$ cat config.mk
export PLATFORM = sky130hd
export DESIGN_NAME = urx_uart_irq
export DESIGN_NICKNAME = d
export VERILOG_FILES = /design/src/rtl/urx_pkg.sv /design/src/rtl/urx_buf_if.sv /design/src/rtl/urx_buf.sv /design/src/rtl/urx_uart_irq.sv
export SDC_FILE = /design/constraint.sdc
export NUM_CORES = 1
export LEC_CHECK = 0
export BUFFER_PORTS_ARGS = -buffer_cell sky130_fd_sc_hd__clkbuf_2
export CAP_MARGIN = 40
export CORE_UTILIZATION = 44
export DETAILED_ROUTE_END_ITERATION = 7
export GPL_ROUTABILITY_DRIVEN = 0
export PLACE_DENSITY = 0.72
export SYNTH_ARGS = -nofsm -noshare
export SYNTH_HDL_FRONTEND = slang
export SYNTH_SLANG_ARGS = --single-unit
$ cat constraint.sdc
create_clock -name clk_i -period 2.3 [get_ports clk_i]
set_input_delay 0.46 -clock clk_i [delete_from_list [all_inputs] [get_ports clk_i]]
set_output_delay 0.46 -clock clk_i [all_outputs]
set_load 0.03 [all_outputs]
$ cat src/rtl/urx_pkg.sv
// Shared constants and types for the UART receive status and interrupt block.
package urx_pkg;

  ////////////////////////////////////////////////////////////////////////////
  // Register byte addresses.
  localparam logic [7:0] ADDR_STATUS = 8'h00;
  localparam logic [7:0] ADDR_CTRL1  = 8'h04;
  localparam logic [7:0] ADDR_CTRL2  = 8'h08;
  localparam logic [7:0] ADDR_DATA   = 8'h0C;
  localparam logic [7:0] ADDR_BAUD   = 8'h10;
  localparam logic [7:0] ADDR_INTC   = 8'h14;

  ////////////////////////////////////////////////////////////////////////////
  // Status register bit positions.
  localparam int ST_PERR = 0;
  localparam int ST_FERR = 1;
  localparam int ST_OVR  = 2;
  localparam int ST_RXA  = 3;
  localparam int ST_TXI  = 4;
  localparam int ST_TXE  = 5;
  localparam int ST_RXI  = 6;

  // Control one bit positions; bit 0 is the read-only ninth data bit.
  localparam int C1_RX8  = 0;
  localparam int C1_ODD  = 3;
  localparam int C1_PEN  = 4;
  localparam int C1_NINE = 5;
  localparam int C1_UEN  = 6;
  localparam int C1_MODE = 7;
  localparam logic [7:0] C1_WMASK = 8'hF8;

  // Control two bit positions.
  localparam int C2_RIE  = 1;
  localparam int C2_TIIE = 2;
  localparam int C2_TEIE = 3;
  localparam int C2_WAKE = 4;
  localparam int C2_ADEN = 5;
  localparam int C2_RXEN = 6;

  // Interrupt control bit positions.
  localparam int IC_GIE  = 0;
  localparam int IC_MIE  = 1;
  localparam int IC_FLAG = 2;

  ////////////////////////////////////////////////////////////////////////////
  // Reset values and timing.
  localparam logic [7:0] RST_BYTE      = 8'h00;
  localparam logic [2:0] RX_SYNC_IDLE  = 3'h7;
  localparam int         CLK_PERIOD_NS = 50;
  localparam int         STARTUP_NS    = 51200;

  // One received word with its error flags.
  typedef struct packed {
    logic       perr;
    logic       ferr;
    logic [8:0] data;
  } urx_word_t;

  // Wake-up sequencer states.
  typedef enum logic [2:0] {
    WK_RUN   = 3'b001,
    WK_SLEEP = 3'b010,
    WK_START = 3'b100
  } urx_wake_t;

endpackage : urx_pkg

$ cat src/rtl/urx_buf_if.sv
// Connection between the register logic and the receive word buffer.
`timescale 1ns/1ns
interface urx_buf_if;
  logic              push;
  urx_pkg::urx_word_t push_word;
  logic              pop;
  urx_pkg::urx_word_t head;
  logic              full;
  logic              empty;
  logic              overrun_p;

  modport owner  (output push, push_word, pop, input head, full, empty, overrun_p);
  modport buffer (input push, push_word, pop, output head, full, empty, overrun_p);
endinterface : urx_buf_if

$ cat src/rtl/urx_buf.sv
// Two-entry receive word buffer with overrun detection.
`timescale 1ns/1ns
module urx_buf #(
  parameter int DEPTH = 2
) (
  // Clock and reset.
  input  wire logic   clk_i,
  input  wire logic   rst_i,
  // Buffer port.
  urx_buf_if.buffer   bif
);
  localparam int IW = $clog2(DEPTH);
  localparam int CW = $clog2(DEPTH + 1);

  if (DEPTH < 2) begin : g_chk
    $error("urx_buf needs DEPTH of at least 2");
  end

  typedef struct packed {
    urx_pkg::urx_word_t [DEPTH-1:0] mem;
    logic [IW-1:0]                  rd;
    logic [IW-1:0]                  wr;
    logic [CW-1:0]                  cnt;
  } urx_buf_state_t;

  urx_buf_state_t q;
  urx_buf_state_t d;
  logic           do_push;
  logic           do_pop;

  function automatic logic [IW-1:0] nxt(input logic [IW-1:0] p);
    nxt = (p == IW'(DEPTH - 1)) ? '0 : IW'(p + 1'b1);
  endfunction : nxt

  assign bif.full      = (q.cnt == CW'(DEPTH));
  assign bif.empty     = (q.cnt == '0);
  assign bif.head      = q.mem[q.rd];
  assign do_pop        = bif.pop & ~bif.empty;
  // keep buffered words
  assign do_push       = bif.push & (~bif.full | do_pop);
  assign bif.overrun_p = bif.push & ~do_push;

  always_comb
  begin
    d = q;
    if (do_push)
    begin
      d.mem[q.wr] = bif.push_word;
      d.wr        = nxt(q.wr);
    end
    if (do_pop)
    begin
      d.rd = nxt(q.rd);
    end
    d.cnt = CW'(q.cnt + CW'(do_push) - CW'(do_pop));
  end

  always_ff @(posedge clk_i)
  begin
    if (rst_i)
    begin
      q <= '0;
    end
    else
    begin
      q <= d;
    end
  end
endmodule : urx_buf

$ cat src/rtl/urx_uart_irq.sv
// UART receive status, error flags, interrupt request and RX wake-up logic.
// Overview of operation
// Parity error flag sets on wrong parity, only with parity enabled.
// Parity error is stored with its word and cleared by reset.
// Interrupt request is a low pulse from six sources.
// Vector taken only with global and module enables set, stack not full.
// Four flagged sources request interrupts through control two enable bits.
// Transmit sources have own enables; receive sources share one enable.
// Address detect raises an interrupt with no flag when enabled.
// Status flags are read-only and survive vector entry.
// With address detect on, receive interrupt needs top received bit high.
// With address detect off, every new received word interrupts.
// Software clears parity enable before enabling address detect.
// With the UART clock off the shift paths pause.
// Idle or sleep leaves status, controls, data and baud untouched.
// Software finishes transfers before entering idle or sleep.
// RX falling edge wakes only with all five enable bits set.
// Words arriving during oscillator start-up are ignored.
// Without global and module enables a wake-up only wakes.
// Wake-up interrupt waits until start-up time has elapsed.
// Data available clears after status access then data read.
// Third word into a full buffer sets overrun, buffer kept.
// All enabled sources merge into one module request.
`timescale 1ns/1ns
module urx_uart_irq #(
  parameter int STARTUP_NS = urx_pkg::STARTUP_NS,
  parameter int RX_DEPTH   = 2
) (
  // Clock and reset.
  input  wire logic        clk_i,
  input  wire logic        rst_i,
  // Wishbone slave.
  input  wire logic        wb_cyc_i,
  input  wire logic        wb_stb_i,
  input  wire logic        wb_we_i,
  input  wire logic [7:0]  wb_adr_i,
  input  wire logic [3:0]  wb_sel_i,
  input  wire logic [31:0] wb_dat_i,
  output      logic [31:0] wb_dat_o,
  output      logic        wb_ack_o,
  // Receiver core.
  input  wire logic        rx_word_valid_i,
  input  wire logic [8:0]  rx_word_i,
  input  wire logic        rx_parity_i,
  input  wire logic        rx_stop_ok_i,
  input  wire logic        rx_idle_i,
  // Transmitter core.
  input  wire logic        tx_empty_i,
  input  wire logic        tx_idle_i,
  // Clock control and processor.
  input  wire logic        uart_clk_on_i,
  input  wire logic        stack_full_i,
  // Pin.
  input  wire logic        rx_i,
  // Controls to the shift paths.
  output      logic [7:0]  baud_o,
  output      logic        nine_bit_o,
  output      logic        parity_enable_o,
  output      logic        parity_odd_o,
  output      logic        rx_run_o,
  output      logic        tx_run_o,
  // Requests.
  output      logic        irq_n_o,
  output      logic        vector_o,
  output      logic        wake_o
);
  localparam int STARTUP_CYC = (STARTUP_NS + urx_pkg::CLK_PERIOD_NS - 1) / urx_pkg::CLK_PERIOD_NS;
  localparam int CNT_W       = 12;

  if (STARTUP_CYC < 10 || STARTUP_CYC >= (1 << CNT_W)) begin : g_chk
    $error("urx_uart_irq start-up count out of range");
  end

  typedef struct packed {
    logic                ack;
    logic [7:0]          rdat;
    logic [7:0]          ctrl1;
    logic [7:0]          ctrl2;
    logic [7:0]          baud;
    logic                gie;
    logic                mie;
    logic                mflag;
    logic                armed;
    logic                ovr;
    logic                txe_p;
    logic                txi_p;
    logic                irq;
    logic                vec;
    logic                wake;
    logic [2:0]          rx_s;
    urx_pkg::urx_wake_t  fsm;
    logic [CNT_W-1:0]    cnt;
  } urx_state_t;

  urx_state_t q;
  urx_state_t d;

  urx_buf_if bif ();

  urx_buf #(
    .DEPTH (RX_DEPTH)
  ) u_buf (
    .clk_i (clk_i),
    .rst_i (rst_i),
    .bif   (bif)
  );

  ////////////////////////////////////////////////////////////////////////////
  // Helper functions.
  function automatic logic parity_bad(input logic [8:0] w, input logic nine, input logic odd, input logic pb);
    logic x;
    x          = ^w[7:0] ^ (nine & w[8]) ^ odd;
    parity_bad = (x != pb);
  endfunction : parity_bad

  function automatic logic top_bit(input logic [8:0] w, input logic nine);
    top_bit = nine ? w[8] : w[7];
  endfunction : top_bit

  ////////////////////////////////////////////////////////////////////////////
  // Bus decode.
  logic commit;
  logic wr_commit;
  logic rd_data;
  logic stat_acc;
  logic run;
  logic push_ok;
  logic top;
  logic fall;
  logic ev_txe;
  logic ev_txi;
  logic ev_rxa;
  logic ev_ovr;
  logic ev_adr;
  logic ev_wake;
  logic wake_ev;
  logic ev_any;
  logic vec_take;
  logic [7:0] status;

  assign commit    = wb_cyc_i & wb_stb_i & q.ack;
  assign wr_commit = commit & wb_we_i & wb_sel_i[0];
  assign rd_data   = commit & ~wb_we_i & (wb_adr_i == urx_pkg::ADDR_DATA);
  assign stat_acc  = commit & (wb_adr_i == urx_pkg::ADDR_STATUS);
  assign run       = (q.fsm == urx_pkg::WK_RUN);

  ////////////////////////////////////////////////////////////////////////////
  // Receive path into the buffer.
  // pause when clock off
  // ignore start-up words
  assign push_ok            = rx_word_valid_i & uart_clk_on_i & run & q.ctrl2[urx_pkg::C2_RXEN]
                              & q.ctrl1[urx_pkg::C1_UEN] & q.ctrl1[urx_pkg::C1_MODE];
  assign bif.push           = push_ok;
  assign bif.push_word.data = rx_word_i;
  assign bif.push_word.ferr = ~rx_stop_ok_i;
  // parity check gated
  // stored with word
  assign bif.push_word.perr = q.ctrl1[urx_pkg::C1_PEN]
                              & parity_bad(rx_word_i, q.ctrl1[urx_pkg::C1_NINE], q.ctrl1[urx_pkg::C1_ODD],
                                           rx_parity_i);
  // pop after status access
  assign bif.pop            = rd_data & q.armed;
  assign top                = top_bit(rx_word_i, q.ctrl1[urx_pkg::C1_NINE]);

  ////////////////////////////////////////////////////////////////////////////
  // Interrupt sources.
  // flagged source enables
  // separate transmit enables
  assign ev_txe  = run & tx_empty_i & q.ctrl2[urx_pkg::C2_TEIE] & ~q.txe_p;
  assign ev_txi  = run & tx_idle_i & q.ctrl2[urx_pkg::C2_TIIE] & ~q.txi_p;
  // address qualifier
  // every word otherwise
  assign ev_rxa  = push_ok & ~bif.overrun_p & q.ctrl2[urx_pkg::C2_RIE] & (~q.ctrl2[urx_pkg::C2_ADEN] | top);
  // shared receive enable
  assign ev_ovr  = bif.overrun_p & q.ctrl2[urx_pkg::C2_RIE];
  // flagless address detect
  assign ev_adr  = push_ok & q.ctrl2[urx_pkg::C2_ADEN] & top;
  // five-bit wake qualifier
  assign fall    = q.rx_s[2] & ~q.rx_s[1];
  assign wake_ev = (q.fsm == urx_pkg::WK_SLEEP) & fall & q.ctrl2[urx_pkg::C2_WAKE] & q.ctrl1[urx_pkg::C1_MODE]
                   & q.ctrl1[urx_pkg::C1_UEN] & q.ctrl2[urx_pkg::C2_RXEN] & q.ctrl2[urx_pkg::C2_RIE];
  // wake without enables
  // interrupt after start-up
  assign ev_wake = (q.fsm == urx_pkg::WK_START) & (q.cnt == CNT_W'(1)) & q.gie & q.mie;
  // merged request
  assign ev_any  = ev_txe | ev_txi | ev_rxa | ev_ovr | ev_adr | ev_wake;
  // vector gating
  assign vec_take = q.mflag & q.gie & q.mie & ~stack_full_i;

  ////////////////////////////////////////////////////////////////////////////
  // Status view.
  always_comb
  begin
    status                    = urx_pkg::RST_BYTE;
    status[urx_pkg::ST_PERR]  = ~bif.empty & bif.head.perr;
    status[urx_pkg::ST_FERR]  = ~bif.empty & bif.head.ferr;
    status[urx_pkg::ST_OVR]   = q.ovr;
    status[urx_pkg::ST_RXA]   = ~bif.empty;
    status[urx_pkg::ST_TXI]   = tx_idle_i;
    status[urx_pkg::ST_TXE]   = tx_empty_i;
    status[urx_pkg::ST_RXI]   = rx_idle_i;
  end

  ////////////////////////////////////////////////////////////////////////////
  // Next state.
  always_comb
  begin
    d       = q;
    d.ack   = wb_cyc_i & wb_stb_i & ~q.ack;
    d.rx_s  = {q.rx_s[1], q.rx_s[0], rx_i};
    d.txe_p = tx_empty_i & q.ctrl2[urx_pkg::C2_TEIE];
    d.txi_p = tx_idle_i & q.ctrl2[urx_pkg::C2_TIIE];
    // low request pulse
    d.irq   = ev_any;
    d.vec   = vec_take;
    d.wake  = wake_ev;
    // module flag clears on vector entry unless a new event arrives
    d.mflag = ev_any | (q.mflag & ~vec_take);
    if (d.ack)
    begin
      case (wb_adr_i)
        urx_pkg::ADDR_STATUS: d.rdat = status;
        urx_pkg::ADDR_CTRL1:  d.rdat = {q.ctrl1[7:1], bif.head.data[8]};
        urx_pkg::ADDR_CTRL2:  d.rdat = q.ctrl2;
        urx_pkg::ADDR_DATA:   d.rdat = bif.head.data[7:0];
        urx_pkg::ADDR_BAUD:   d.rdat = q.baud;
        urx_pkg::ADDR_INTC:   d.rdat = {5'h00, q.mflag, q.mie, q.gie};
        default:              d.rdat = urx_pkg::RST_BYTE;
      endcase
    end
    // registers hold in sleep
    if (wr_commit)
    begin
      case (wb_adr_i)
        urx_pkg::ADDR_CTRL1: d.ctrl1 = wb_dat_i[7:0] & urx_pkg::C1_WMASK;
        urx_pkg::ADDR_CTRL2: d.ctrl2 = wb_dat_i[7:0];
        urx_pkg::ADDR_BAUD:  d.baud  = wb_dat_i[7:0];
        urx_pkg::ADDR_INTC:
        begin
          d.gie = wb_dat_i[urx_pkg::IC_GIE];
          d.mie = wb_dat_i[urx_pkg::IC_MIE];
        end
        default: d.baud = q.baud;
      endcase
    end
    // status access arms clear
    if (stat_acc)
    begin
      d.armed = 1'b1;
    end
    else if (rd_data)
    begin
      d.armed = 1'b0;
    end
    // overrun flag set wins
    d.ovr = bif.overrun_p | (q.ovr & ~(rd_data & q.armed));
    case (q.fsm)
      urx_pkg::WK_RUN:
      begin
        if (!uart_clk_on_i)
        begin
          d.fsm = urx_pkg::WK_SLEEP;
        end
      end
      urx_pkg::WK_SLEEP:
      begin
        if (wake_ev)
        begin
          d.fsm = urx_pkg::WK_START;
          d.cnt = CNT_W'(STARTUP_CYC);
        end
        else if (uart_clk_on_i)
        begin
          d.fsm = urx_pkg::WK_RUN;
        end
      end
      urx_pkg::WK_START:
      begin
        d.cnt = CNT_W'(q.cnt - 1'b1);
        if (q.cnt == CNT_W'(1))
        begin
          d.fsm = urx_pkg::WK_RUN;
        end
      end
      default: d.fsm = urx_pkg::WK_RUN;
    endcase
  end

  always_ff @(posedge clk_i)
  begin
    if (rst_i)
    begin
      q      <= '0;
      q.rx_s <= urx_pkg::RX_SYNC_IDLE;
      q.fsm  <= urx_pkg::WK_RUN;
    end
    else
    begin
      q <= d;
    end
  end

  ////////////////////////////////////////////////////////////////////////////
  // Outputs.
  assign wb_dat_o        = {24'h000000, q.rdat};
  assign wb_ack_o        = q.ack;
  assign baud_o          = q.baud;
  assign nine_bit_o      = q.ctrl1[urx_pkg::C1_NINE];
  assign parity_enable_o = q.ctrl1[urx_pkg::C1_PEN];
  assign parity_odd_o    = q.ctrl1[urx_pkg::C1_ODD];
  // shift paths run only with clock
  assign rx_run_o        = run & q.ctrl2[urx_pkg::C2_RXEN] & q.ctrl1[urx_pkg::C1_UEN] & q.ctrl1[urx_pkg::C1_MODE];
  assign tx_run_o        = run & q.ctrl1[urx_pkg::C1_UEN] & q.ctrl1[urx_pkg::C1_MODE];
  assign irq_n_o         = ~q.irq;
  assign vector_o        = q.vec;
  assign wake_o          = q.wake;
endmodule : urx_uart_irq

==> results of run 1 <==
==> sequential cells by signal (all words and copies together) (netlist names) <==
name	count
wb_dat_o	8
parity_odd_o	1
wake_o	1
nine_bit_o	1
u_buf.q	26
wb_ack_o	1
parity_enable_o	1
vector_o	1
d	2
baud_o	8
q	34
==> cell usage after synthesis (all sizes together), types with 2 or more instances <==
| cell | n | area [µm²] |
|---|---|---|
| nor3 | 9 | 50.1 |
| a21oi | 31 | 159 |
| a22oi | 5 | 37.5 |
| o22ai | 2 | 12.5 |
| o32ai | 2 | 17.5 |
| clkbuf | 13 | 48.8 |
| mux2i | 46 | 460 |
| and3 | 4 | 25.0 |
| nand3b | 4 | 30.0 |
| buf | 45 | 339 |
| xnor2 | 11 | 96.3 |
| a2bb2oi | 2 | 17.5 |
| and2 | 2 | 12.5 |
| or2 | 8 | 50.1 |
| mux2 | 2 | 22.5 |
| a31oi | 3 | 18.8 |
| nor3b | 4 | 30.0 |
| ha | 4 | 50.1 |
| o211ai | 2 | 15.0 |
| nand4 | 7 | 43.8 |
| nand2 | 34 | 128 |
| or4 | 6 | 53.8 |
| inv | 10 | 37.5 |
| a31o | 2 | 17.5 |
| nor4 | 4 | 25.0 |
| nand2b | 4 | 25.0 |
| o21ai | 12 | 60.1 |
| nor2b | 5 | 31.3 |
| nand3 | 18 | 90.1 |
| nor2 | 66 | 248 |
| dfxtp | 84 | 1680 |
| a211oi | 8 | 65.1 |
| nor4bb | 2 | 20.0 |
| or3 | 4 | 27.5 |
==> stage by stage <==
step / instances / hold WS, ns / power (mW) / setup slack (ns)
4_1_cts: 679 / 0.282 / 3.07 / 0.0142
2_1_floorplan: 503 / 0.389 / 1.73 / 0.0511
3_3_place_gp: 663 / 0.396 / 1.78 / -0.0150
6_report: 679 / 0.292 / 3.05 / 0.103
3_5_place_dp: 663 / 0.398 / 1.78 / -0.145
5_1_grt: 679 / 0.288 / 3.17 / 0.0461
==> kinds of logic (layout without fill, tap and decap cells) <==
| logic type | count (synthesis) | in the layout | synth area share [%] |
|---|---|---|---|
| xor+xnor | 13 | 13 | 3.05 |
| simple gates | 182 | 182 | 21.5 |
| buf+inv | 69 | 116 | 10.4 |
| mux | 48 | 48 | 11.5 |
| flops | 84 | 84 | 40.2 |
| other cells | 1 | 24 | 0.0896 |
| compound gates | 79 | 79 | 12.0 |
| fa+ha+maj | 4 | 4 | 1.20 |
==> layer usage <==
layer	part of all wire [%]	wire length [µm]	vias to the layer above	global-route usage, %
met5	0	0	-	0
met4	2.4	231	0	8.48
met3	5.0	483	20	3.30
met2	46	4430	115	32.3
met1	47	4470	1664	27.5
li1	-	-	1746	-
==> repair_timing <==
action | in CTS | in global routing
setup buffers | 0 | 0
endpoints found under the setup margin | 0 | 2
gates resized for setup | 0 | 2
==> final cells by class <==
| type | instances | share of cell area, % |
|---|---|---|
| Clock buffer | 11 | 2.93 |
| Clock inverter | 5 | 2.23 |
| Inverter | 10 | 0.777 |
| Timing Repair Buffer | 90 | 10.9 |
| Sequential cell | 84 | 34.8 |
| Multi-Input combinational cell | 350 | 45.0 |
| Tap cell | 129 | 3.34 |
==> report_power, final <==
part	internal, mW	total, mW	switching, mW
registers	1.47	1.48	0.0109
logic	0.0957	0.272	0.176
clock network	0.758	1.30	0.545
==> path summary, 6_finish.rpt <==
check | start | endpoint | slack [ns] | cells past startpoint
hold / removal | rx_i | d[16] | 0.29 | 2
setup / recovery | q[2] | q[9] | 0.10 | 5
setup reg to reg | q[2] | q[9] | 0.10 | 5
hold reg to reg | d[16] | d[17] | 0.41 | 1
==> summary.txt, run 1 <==
Run status
  • Status: complete, no violations

Setup path
  • Max incr delay on CP: roughly 0.55 ns
  • Worst EP arrival: approximately 2.5 ns
  • Worst Path Buf+Inv: 0
  • Critical path endpoint category: flip-flop
  • Worst EP required: ~2.6 ns
  • Kind of critical path: flip-flop to flip-flop
  • Critical Path, Cell by Cell: or4_4, or4_4, or4_4, or2_1, a21oi_2
  • Cell family with most CP delay: simple AND/OR/NAND/NOR gates
  • CP max FO: 5
  • Critical Path Start Type: flip-flop
  • Highest-delay cell along the critical path: or4_4
  • Crit-path most repeated cell: or4_4

Timing
  • Achievable Freq: 0.455 GHz
  • Fin. max-slew vios: 0
  • Fin Clk Skew: between 0.01 and 0.015 ns
  • Max_slew headroom: about 56%
  • Final hold vios: 0
  • Min Tclk post-route: approximately 2.2 ns
  • RSZ-0062 raised after global routing: no
  • Setup TNS Final: 0 ns
  • Final setup fails: 0
  • Worst Tran Pin Value: between 0.6 and 0.7 ns
  • Final clock period utilization by the worst path: a little over nine tenths

Die
  • Core Footprint: 0.00924 mm²
  • Io pins: roughly 120
  • Die Area: around 0.01 mm²
  • Die Y: between 90 and 100 µm
  • Initial Utilization: 45.3%
  • Std cell rows: 35
  • Die Wd: approximately 100 µm

Logic synthesis
  • EDFF count, synth: 0
  • Seq/Total Area, Yosys: roughly two fifths
  • Share of async-settable or async-resettable flops after synthesis: 0%
  • Cell variety after synth: 60
  • Syn Std Cell Area: around 0.0042 mm²
  • Main synth FF type: dfxtp_1
  • Cells after synthesis: 480
  • Syn_area_per_cell: approximately 8.7 µm²
  • Synth Warn #: 0
  • Synthesized flop and latch total: 84

Global routing
  • Total global-route track usage: around 20%
  • Initial antenna violation count: 0
  • Grt total ovfl: 0
  • Pin count of the biggest net entering global routing: a little over 40
  • First-pass GRT wire length: 15,900 µm
  • Vias in the first global route: approximately 3,400

Final layout
  • Commonest non-fill, non-tap cell in the layout: dfxtp_1
  • Sequential Area: 0.00168 mm²
  • Layout cells sized above 1: a little under a quarter
  • Layout fillers: 862
  • Cell area after layout: 0.00483 mm²
  • Area growth, synth to finish: 15.4%
  • Final core utilization: between 50% and 60%
  • ANT cells: 0
  • Fin nets: 616
  • Multi-input gate area: about 0.0022 mm²
  • Commonest non-fill, non-tap cells in the layout: dfxtp_1 (83), nor2_1 (66), clkbuf_2 (64)

Power and ir drop
  • Pwr dens: between 600 and 700 mW/mm²
  • Pleak: just under 2 nW
  • VDD IR-drop max: about 0.26 mV

Routing
  • Post-route ant nets: 0
  • Wire per inst: between 10 and 15 µm
  • DRT iter0 DRCs: 184
  • DRT Pass-1 Iters: 5
  • Routed WL: approximately 9600 µm
  • Vias/cell: 5.22
  • DRC: 0
  • Total number of vias: approximately 3,500

Run
  • Max Cap Viol: 0

CTS
  • H-tree depth: 3
  • Worst-path clk slew: around 0.09 ns
  • Clock sink total: 84
  • Clock Path Buffers: 2
  • Total CTS buffers: 9
  • CTS tree: done
  • Clk root buf: clkbuf_8
  • Clock latency on the worst-skew pair: roughly 0.36 ns
  • Hold_buf cts: 0

Place
  • Detailed placement HPWL: between 7000 and 8000 µm
  • Port buffer count: 64
  • Dpl cell area: about 0.0046 mm²

Worst hold path
  • Hold/Removal Path Class: input pin to flip-flop
Power figures use the tool's default switching activity.
==> run 2, diff against run 1 <==
Settings changed: SETUP_SLACK_MARGIN set to 0.3.
==> summary.txt, run 2 (synthesized netlist as in run 1, its figures left out) <==
Final layout
  • Post-Layout Cell Count: 690 (+1.6%)
  • Cell area after layout: 0.00501 mm² (+3.8%)
  • ANT cells: 0 (unchanged)
  • Final core utilization: 54.3% (+2.0 points)
  • Layout cells sized above 1: 27.6% (+4.4 points)
  • Commonest non-fill, non-tap cells in the layout: dfxtp_1 (78), nor2_1 (65), clkbuf_2 (62)
  • Area growth, synth to finish: 19.8%
  • Fin nets: 628 (+1.9%)
  • Max reg flops: 34 (unchanged)
  • Top flop regs: q (34), u_buf.q (26)
  • Commonest non-fill, non-tap cell in the layout: dfxtp_1
  • Reg with most FFs: q

Setup path
  • Critical Path, Cell by Cell: or4_4, or4_4, buf_6, or3_4, or2_0, a21oi_1
  • Path depth of the worst reg2reg path: 6 (+1)
  • Worst EP arrival: 2.45 ns (-0.05 ns)
  • Critical Path Start Type: flip-flop
  • Reg2reg end: q[11]
  • Crit-path most repeated cell: or4_4
  • Reg-to-reg slack, setup: 0.14 ns (+0.04 ns)
  • Worst EP required: 2.59 ns (about the same)
  • Worst r2r src: q[3]
  • Kind of critical path: flip-flop to flip-flop
  • Cell family with most CP delay: simple AND/OR/NAND/NOR gates
  • Critical path endpoint category: flip-flop
  • CP max FO: 2 (-3)
  • Highest-delay cell along the critical path: or4_4
  • Worst Path Buf+Inv: 1 (+1)
  • Max incr delay on CP: 0.54 ns (about the same)

Global routing
  • First-pass GRT wire length: 16,200 µm (+1.6%)
  • Pin count of the biggest net entering global routing: 30 (-27%)
  • Vias in the first global route: 3,378 (+0.84%)
  • Initial antenna violation count: 0 (unchanged)
  • Total global-route track usage: 20.8% (+0.49 points)
  • Grt total ovfl: 0 (unchanged)

Run
  • Max Cap Viol: 0 (unchanged)

CTS
  • Clk root buf: clkbuf_8
  • CTS tree: done
  • Clock latency on the worst-skew pair: 0.35 ns (about the same)
  • Total CTS buffers: 9 (unchanged)
  • Clock Path Buffers: 2 (unchanged)
  • H-tree depth: 3 (unchanged)
  • Worst-path clk slew: 0.09 ns (about the same)
  • Clock sink total: 84 (unchanged)
  • Hold_buf cts: 0 (unchanged)

Die
  • Core Footprint: 0.00924 mm² (unchanged)
  • Die Area: 0.00991 mm² (unchanged)
  • Io pins: 116 (unchanged)
  • Initial Utilization: 45.3% (unchanged)
  • Std cell rows: 35 (unchanged)
  • Die Wd: 99.5 µm (unchanged)
  • Die Y: 99.5 µm (unchanged)

Timing
  • Setup TNS Final: 0 ns (unchanged)
  • Final setup margin: 0.140 ns (+0.0372 ns)
  • Final setup fails: 0 (unchanged)
  • Worst Tran Pin Value: 0.673 ns (+0.0162 ns)
  • Max_slew headroom: 55.0% (-1.1 points)
  • RSZ-0062 raised after global routing: yes
  • Worst hold margin: 0.287 ns (-0.00434 ns)
  • Final hold vios: 0 (unchanged)
  • Achievable Freq: 0.463 GHz (+1.7%)
  • Fin Clk Skew: 0.0170 ns (+0.00568 ns)
  • Min Tclk post-route: 2.16 ns (-0.0372 ns)
  • Final clock period utilization by the worst path: 93.9% (-1.6 points)
  • Fin. max-slew vios: 0 (unchanged)

Routing
  • Total number of vias: 3,647 (+2.9%)
  • Wire per inst: 14.6 µm (+3.5%)
  • DRC: 0 (unchanged)
  • DRT iter0 DRCs: 184 (unchanged)
  • DRT Pass-1 Iters: 7 (+2)
  • Routed WL: 10,100 µm (+5.1%)
  • Post-route ant nets: 0 (unchanged)
  • Vias/cell: 5.29 (+1.2%)

Power and ir drop
  • Internal power: 2.22 mW (-4.5%)
  • VDD IR-drop max: 0.321 mV (+23%)
  • Comb pwr share: 10.1% (+1.2 points)
  • Tot Pwr: 2.94 mW (-3.6%)
  • Pleak: 2.02 nW (+4.1%)
  • Net switching power figure: 726 µW (-0.84%)
  • Sw Ratio: 24.7% (+0.69 points)
  • Sequential cell fraction of total power: 50.1% (+1.7 points)
  • Pwr dens: 587 mW/mm² (-7.1%)
  • Clk pwr share: 39.7% (-3.0 points)

Worst hold path
  • Hold path cells: 2 (unchanged)
  • Hold path startpoint: rx_stop_ok_i
  • Hold/Removal Path Class: input pin to flip-flop
  • Hold Path Sink: u_buf.q[24]

Place
  • Dpl cell area: 0.00460 mm² (+0.44%)
  • Detailed placement HPWL: 7460 µm (+1.6%)
  • Dpl cells: 662 (-0.15%)
  • Place WS: -0.00839 ns (+0.137 ns)
  • Port buffer count: 64 (unchanged)

Run status
  • Status: complete, no violations
-- run 2: cell count changes in the layout (fill, tap and decap cells not counted), moves of 2 or more --
| cell | before | now |
|---|---|---|
| or3_2 | 2 | 0 |
| dfxtp_1 | 83 | 78 |
| and3_1 | 4 | 2 |
| dfxtp_2 | 1 | 6 |
| buf_6 | 0 | 5 |
| or3_4 | 0 | 3 |
| buf_4 | 25 | 33 |
| clkinvlp_4 | 0 | 2 |
| clkbuf_2 | 64 | 62 |
| and3_4 | 0 | 2 |
-- run 2: cell type report --
| class | count | area [µm²] |
|---|---|---|
| clock buffers | 10 | 138 |
| clock inverters | 5 | 83.8 |
| fillers | 855 | 4230 |
| inverters | 10 | 37.5 |
| multi-input cells | 350 | 2260 |
| flip-flops and latches | 84 | 1690 |
| well taps | 129 | 161 |
| repair buffers | 102 | 648 |
-- run 2: worst reg2reg max path, cell delays in order (launching register included) --
cell,delay [ns]
dfxtp_2,0.33
or4_4,0.54
or4_4,0.45
buf_6,0.13
or3_4,0.33
or2_0,0.20
a21oi_1,0.13
-- run 2: how the worst max path moves through the flow --
stage	from	endpoint	slack (ns)	cells after the start
2_1_floorplan	q[14]	q[9]	0.16	5
3_3_place_gp	wb_adr_i[1]	u_buf.q[1]	0.04	10
3_5_place_dp	wb_adr_i[1]	u_buf.q[1]	-0.008	10
4_1_cts	q[3]	q[9]	0.09	5
5_1_grt	q[3]	q[11]	0.08	6
6_report	q[3]	q[11]	0.14	6
-- run 2: timing repair --
item                                    in CTS  in global routing
cloned                                       0                  1
buffers inserted                             5                  7
hold endpoints to repair                     0                  0
resized for setup                           10                 20
pin swaps                                    9                 18
endpoints found under the setup margin       5                 29
-- run 2: layer usage --
metal	share of wire (%)	track usage [%]	vias to the layer above	wire length (µm)
met5	0	0	-	0
met4	2.7	9.05	0	273
met3	5.8	4.71	28	582
met2	48	33.6	138	4840
met1	44	26.8	1712	4410
li1	-	-	1769	-
-- run 2: power by group through the flow --
stage / sequential, mW / combinational (mW) / clock [mW]
global route: 1.48 / 0.322 / 1.25
finish: 1.48 / 0.298 / 1.17
global placement: 1.51 / 0.276 / 0
CTS: 1.47 / 0.286 / 1.19
detailed placement: 1.51 / 0.281 / 0
floorplan: 1.51 / 0.218 / 0
==> run 3, diff against run 2 <==
Settings changed: ABC_AREA set to 1, PLACE_DENSITY 0.72 to 0.71.
==> summary.txt, run 3 <==
Run status
  • Status: complete, no violations

Routing
  • DRT iter0 DRCs: 205 (+11%)
  • Wire per inst: 13.0 µm (-11%)
  • Max layer used: met4
  • Wl on met1: 5100 µm (+16%)
  • Total number of vias: 4,174 (+14%)
  • Wire length on met3: 604 µm (+3.8%)
  • Vias/cell: 4.99 (-5.5%)
  • DRC: 0 (unchanged)
  • Post-route ant nets: 0 (unchanged)
  • Routed WL: 10,900 µm (+7.4%)
  • DRT Pass-1 Iters: 5 (-2)
  • Met2 WL: 4920 µm (+1.7%)

CTS
  • Clock sink total: 84 (unchanged)
  • CTS tree: done
  • Clock latency on the worst-skew pair: 0.37 ns (+0.02 ns)
  • Hold_buf cts: 0 (unchanged)
  • Worst-path clk slew: 0.09 ns (about the same)
  • Clk root buf: clkbuf_8
  • Clock Path Buffers: 2 (unchanged)
  • H-tree depth: 3 (unchanged)
  • Total CTS buffers: 9 (unchanged)

Power and ir drop
  • Pleak: 2.27 nW (+12%)
  • VDD IR-drop max: 0.327 mV (+1.8%)
  • Pwr dens: 659 mW/mm² (+12%)
  • Tot Pwr: 3.26 mW (+11%)

Global routing
  • Total global-route track usage: 21.4% (+0.56 points)
  • First-pass GRT wire length: 17,300 µm (+6.9%)
  • Grt total ovfl: 0 (unchanged)
  • Pin count of the biggest net entering global routing: 36 (+20%)
  • Vias in the first global route: 3,656 (+8.2%)
  • Initial antenna violation count: 0 (unchanged)

Setup path
  • CP max FO: 3 (+1)
  • Kind of critical path: flip-flop to flip-flop
  • Critical Path Start Type: flip-flop
  • Critical path endpoint category: flip-flop
  • Worst EP arrival: 2.14 ns (-0.31 ns)
  • Worst EP required: 2.60 ns (about the same)

Final layout
  • Cell area after layout: 0.00495 mm² (-1.3%)
  • Fin nets: 769 (+22%)
  • Commonest non-fill, non-tap cell in the layout: nand2_1
  • Final core utilization: 50.4% (-3.9 points)
  • Max reg flops: 34 (unchanged)
  • Layout cells sized above 1: 17.4% (-10 points)
  • Commonest non-fill, non-tap cells in the layout: nand2_1 (131), dfxtp_1 (84), nor2_1 (79)
  • Reg with most FFs: q
  • Top flop regs: q (34), u_buf.q (26)
  • ANT cells: 0 (unchanged)
  • Post-Layout Cell Count: 836 (+21%)
  • Area growth, synth to finish: 10.6%
  • Layout fillers: 1,027 (+20%)

Logic synthesis
  • Seq/Total Area, Yosys: 37.6% (-2.6 points)
  • Cell variety after synth: 38 (-37%)
  • Largest area contributor in the netlist: dfxtp_1
  • Main synth FF type: dfxtp_1
  • Top cells by count, synth: nand2_1 (131), dfxtp_1 (84), nor2_1 (79)
  • EDFF count, synth: 0 (unchanged)
  • Post-synth top area share: 37.6% (-2.6 points)
  • Cells after synthesis: 646 (+35%)
  • Share of async-settable or async-resettable flops after synthesis: 0% (unchanged)
  • Synthesized flop and latch total: 84 (unchanged)
  • Syn_area_per_cell: 6.92 µm² (-21%)
  • Synth top area cells: dfxtp_1 (38%), nand2_1 (11%), buf_4 (6.7%)
  • Top-count cell post-synth: nand2_1
  • Syn Std Cell Area: 0.00447 mm² (+6.9%)
  • Synth Warn #: 0 (unchanged)

Die
  • Initial Utilization: 45.6% (+0.26 points)
  • Die Area: 0.0106 mm² (+6.7%)
  • Die Y: 103 µm (+3.3%)
  • Io pins: 116 (unchanged)
  • Std cell rows: 36 (+2.9%)
  • Core Footprint: 0.00982 mm² (+6.3%)
  • Die Wd: 103 µm (+3.3%)

Timing
  • Fin Clk Skew: 0.0157 ns (-0.00123 ns)
  • Final setup margin: 0.456 ns (+0.316 ns)
  • Final setup fails: 0 (unchanged)
  • Worst hold margin: 0.283 ns (-0.00453 ns)
  • Fin. max-slew vios: 0 (unchanged)
  • Final hold vios: 0 (unchanged)
  • Min Tclk post-route: 1.84 ns (-0.316 ns)
  • RSZ-0062 raised after global routing: no
  • Final clock period utilization by the worst path: 80.2% (-14 points)
  • Achievable Freq: 0.542 GHz (+17%)
  • Setup TNS Final: 0 ns (unchanged)

Worst hold path
  • Hold/Removal Path Class: input pin to flip-flop

Place
  • Dpl cell area: 0.00473 mm² (+2.9%)
  • Detailed placement HPWL: 8120 µm (+8.8%)
  • Dpl cells: 820 (+24%)
  • Place WS: 0.162 ns (+0.171 ns)
  • Port buffer count: 64 (unchanged)

Run
  • Max Cap Viol: 0 (unchanged)
[run 3: cell count changes after synthesis, moves of 11 or more]
cell     change
nor2_1      +13
nand2_1     +97
o21ai_1     +13
mux2i_1     -45
inv_1       +64
xnor2_1     -11
o21ai_0     +39
a21oi_1     +25
[run 3: timing repair]
item	CTS	global route
resized for setup	0	1
setup buffers	0	0
setup endpoints to repair	0	1
[run 3: final cells by class]
| cell class | instances | area [µm²] | share of cell area, % |
|---|---|---|---|
| Clock buffer | 9 | 124 | 2.50 |
| Tap cell | 133 | 166 | 3.36 |
| Inverter | 81 | 304 | 6.15 |
| Clock inverter | 7 | 87.6 | 1.77 |
| Timing Repair Buffer | 75 | 403 | 8.14 |
| Sequential cell | 84 | 1680 | 34.0 |
| Multi-Input combinational cell | 447 | 2180 | 44.1 |
[run 3: where the power goes]
part / switching [mW] / leakage, nW / internal (mW)
logic: 0.378 / 1.48 / 0.173
registers: 0.0459 / 0.679 / 1.51
clock network: 0.621 / 0.109 / 0.531
[run 3: cell families (layout without fill, tap and decap cells)]
group / Yosys count / count (layout) / share of synthesized area (%)
buf+inv: 138 / 172 / 15.7
simple gates: 279 / 279 / 28.6
mux: 1 / 1 / 0.224
flops: 84 / 84 / 37.6
other cells: 1 / 24 / 0.0838
xor+xnor: 3 / 3 / 0.588
compound gates: 136 / 136 / 16.1
fa+ha+maj: 4 / 4 / 1.12
[run 3: worst max-delay path: stages (launching register included)]
cell,delay [ns]
dfxtp_1,0.36
nand3_1,0.17
nor2_1,0.17
nand4_1,0.15
inv_1,0.10
ha_1,0.23
inv_1,0.06
ha_1,0.15
xor2_1,0.18
o21ai_0,0.10
a21oi_1,0.12
[run 3: worst paths after layout]
check	endpoint	slack, ns	start	depth (start not counted)
worst max-delay path	u_buf.q[1]	0.46	wb_ack_o	10
worst min-delay path	d[16]	0.28	rx_i	2
worst max register to register	u_buf.q[1]	0.46	wb_ack_o	10
worst min register to register	d[17]	0.42	d[16]	1
[run 3: layer usage]
| metal | up-vias | GRT usage (%) |
|---|---|---|
| met4 | 0 | 7.58 |
| met2 | 133 | 34.1 |
| met1 | 1898 | 28.9 |
| met3 | 23 | 4.27 |
| met5 | - | 0 |
| li1 | 2120 | - |
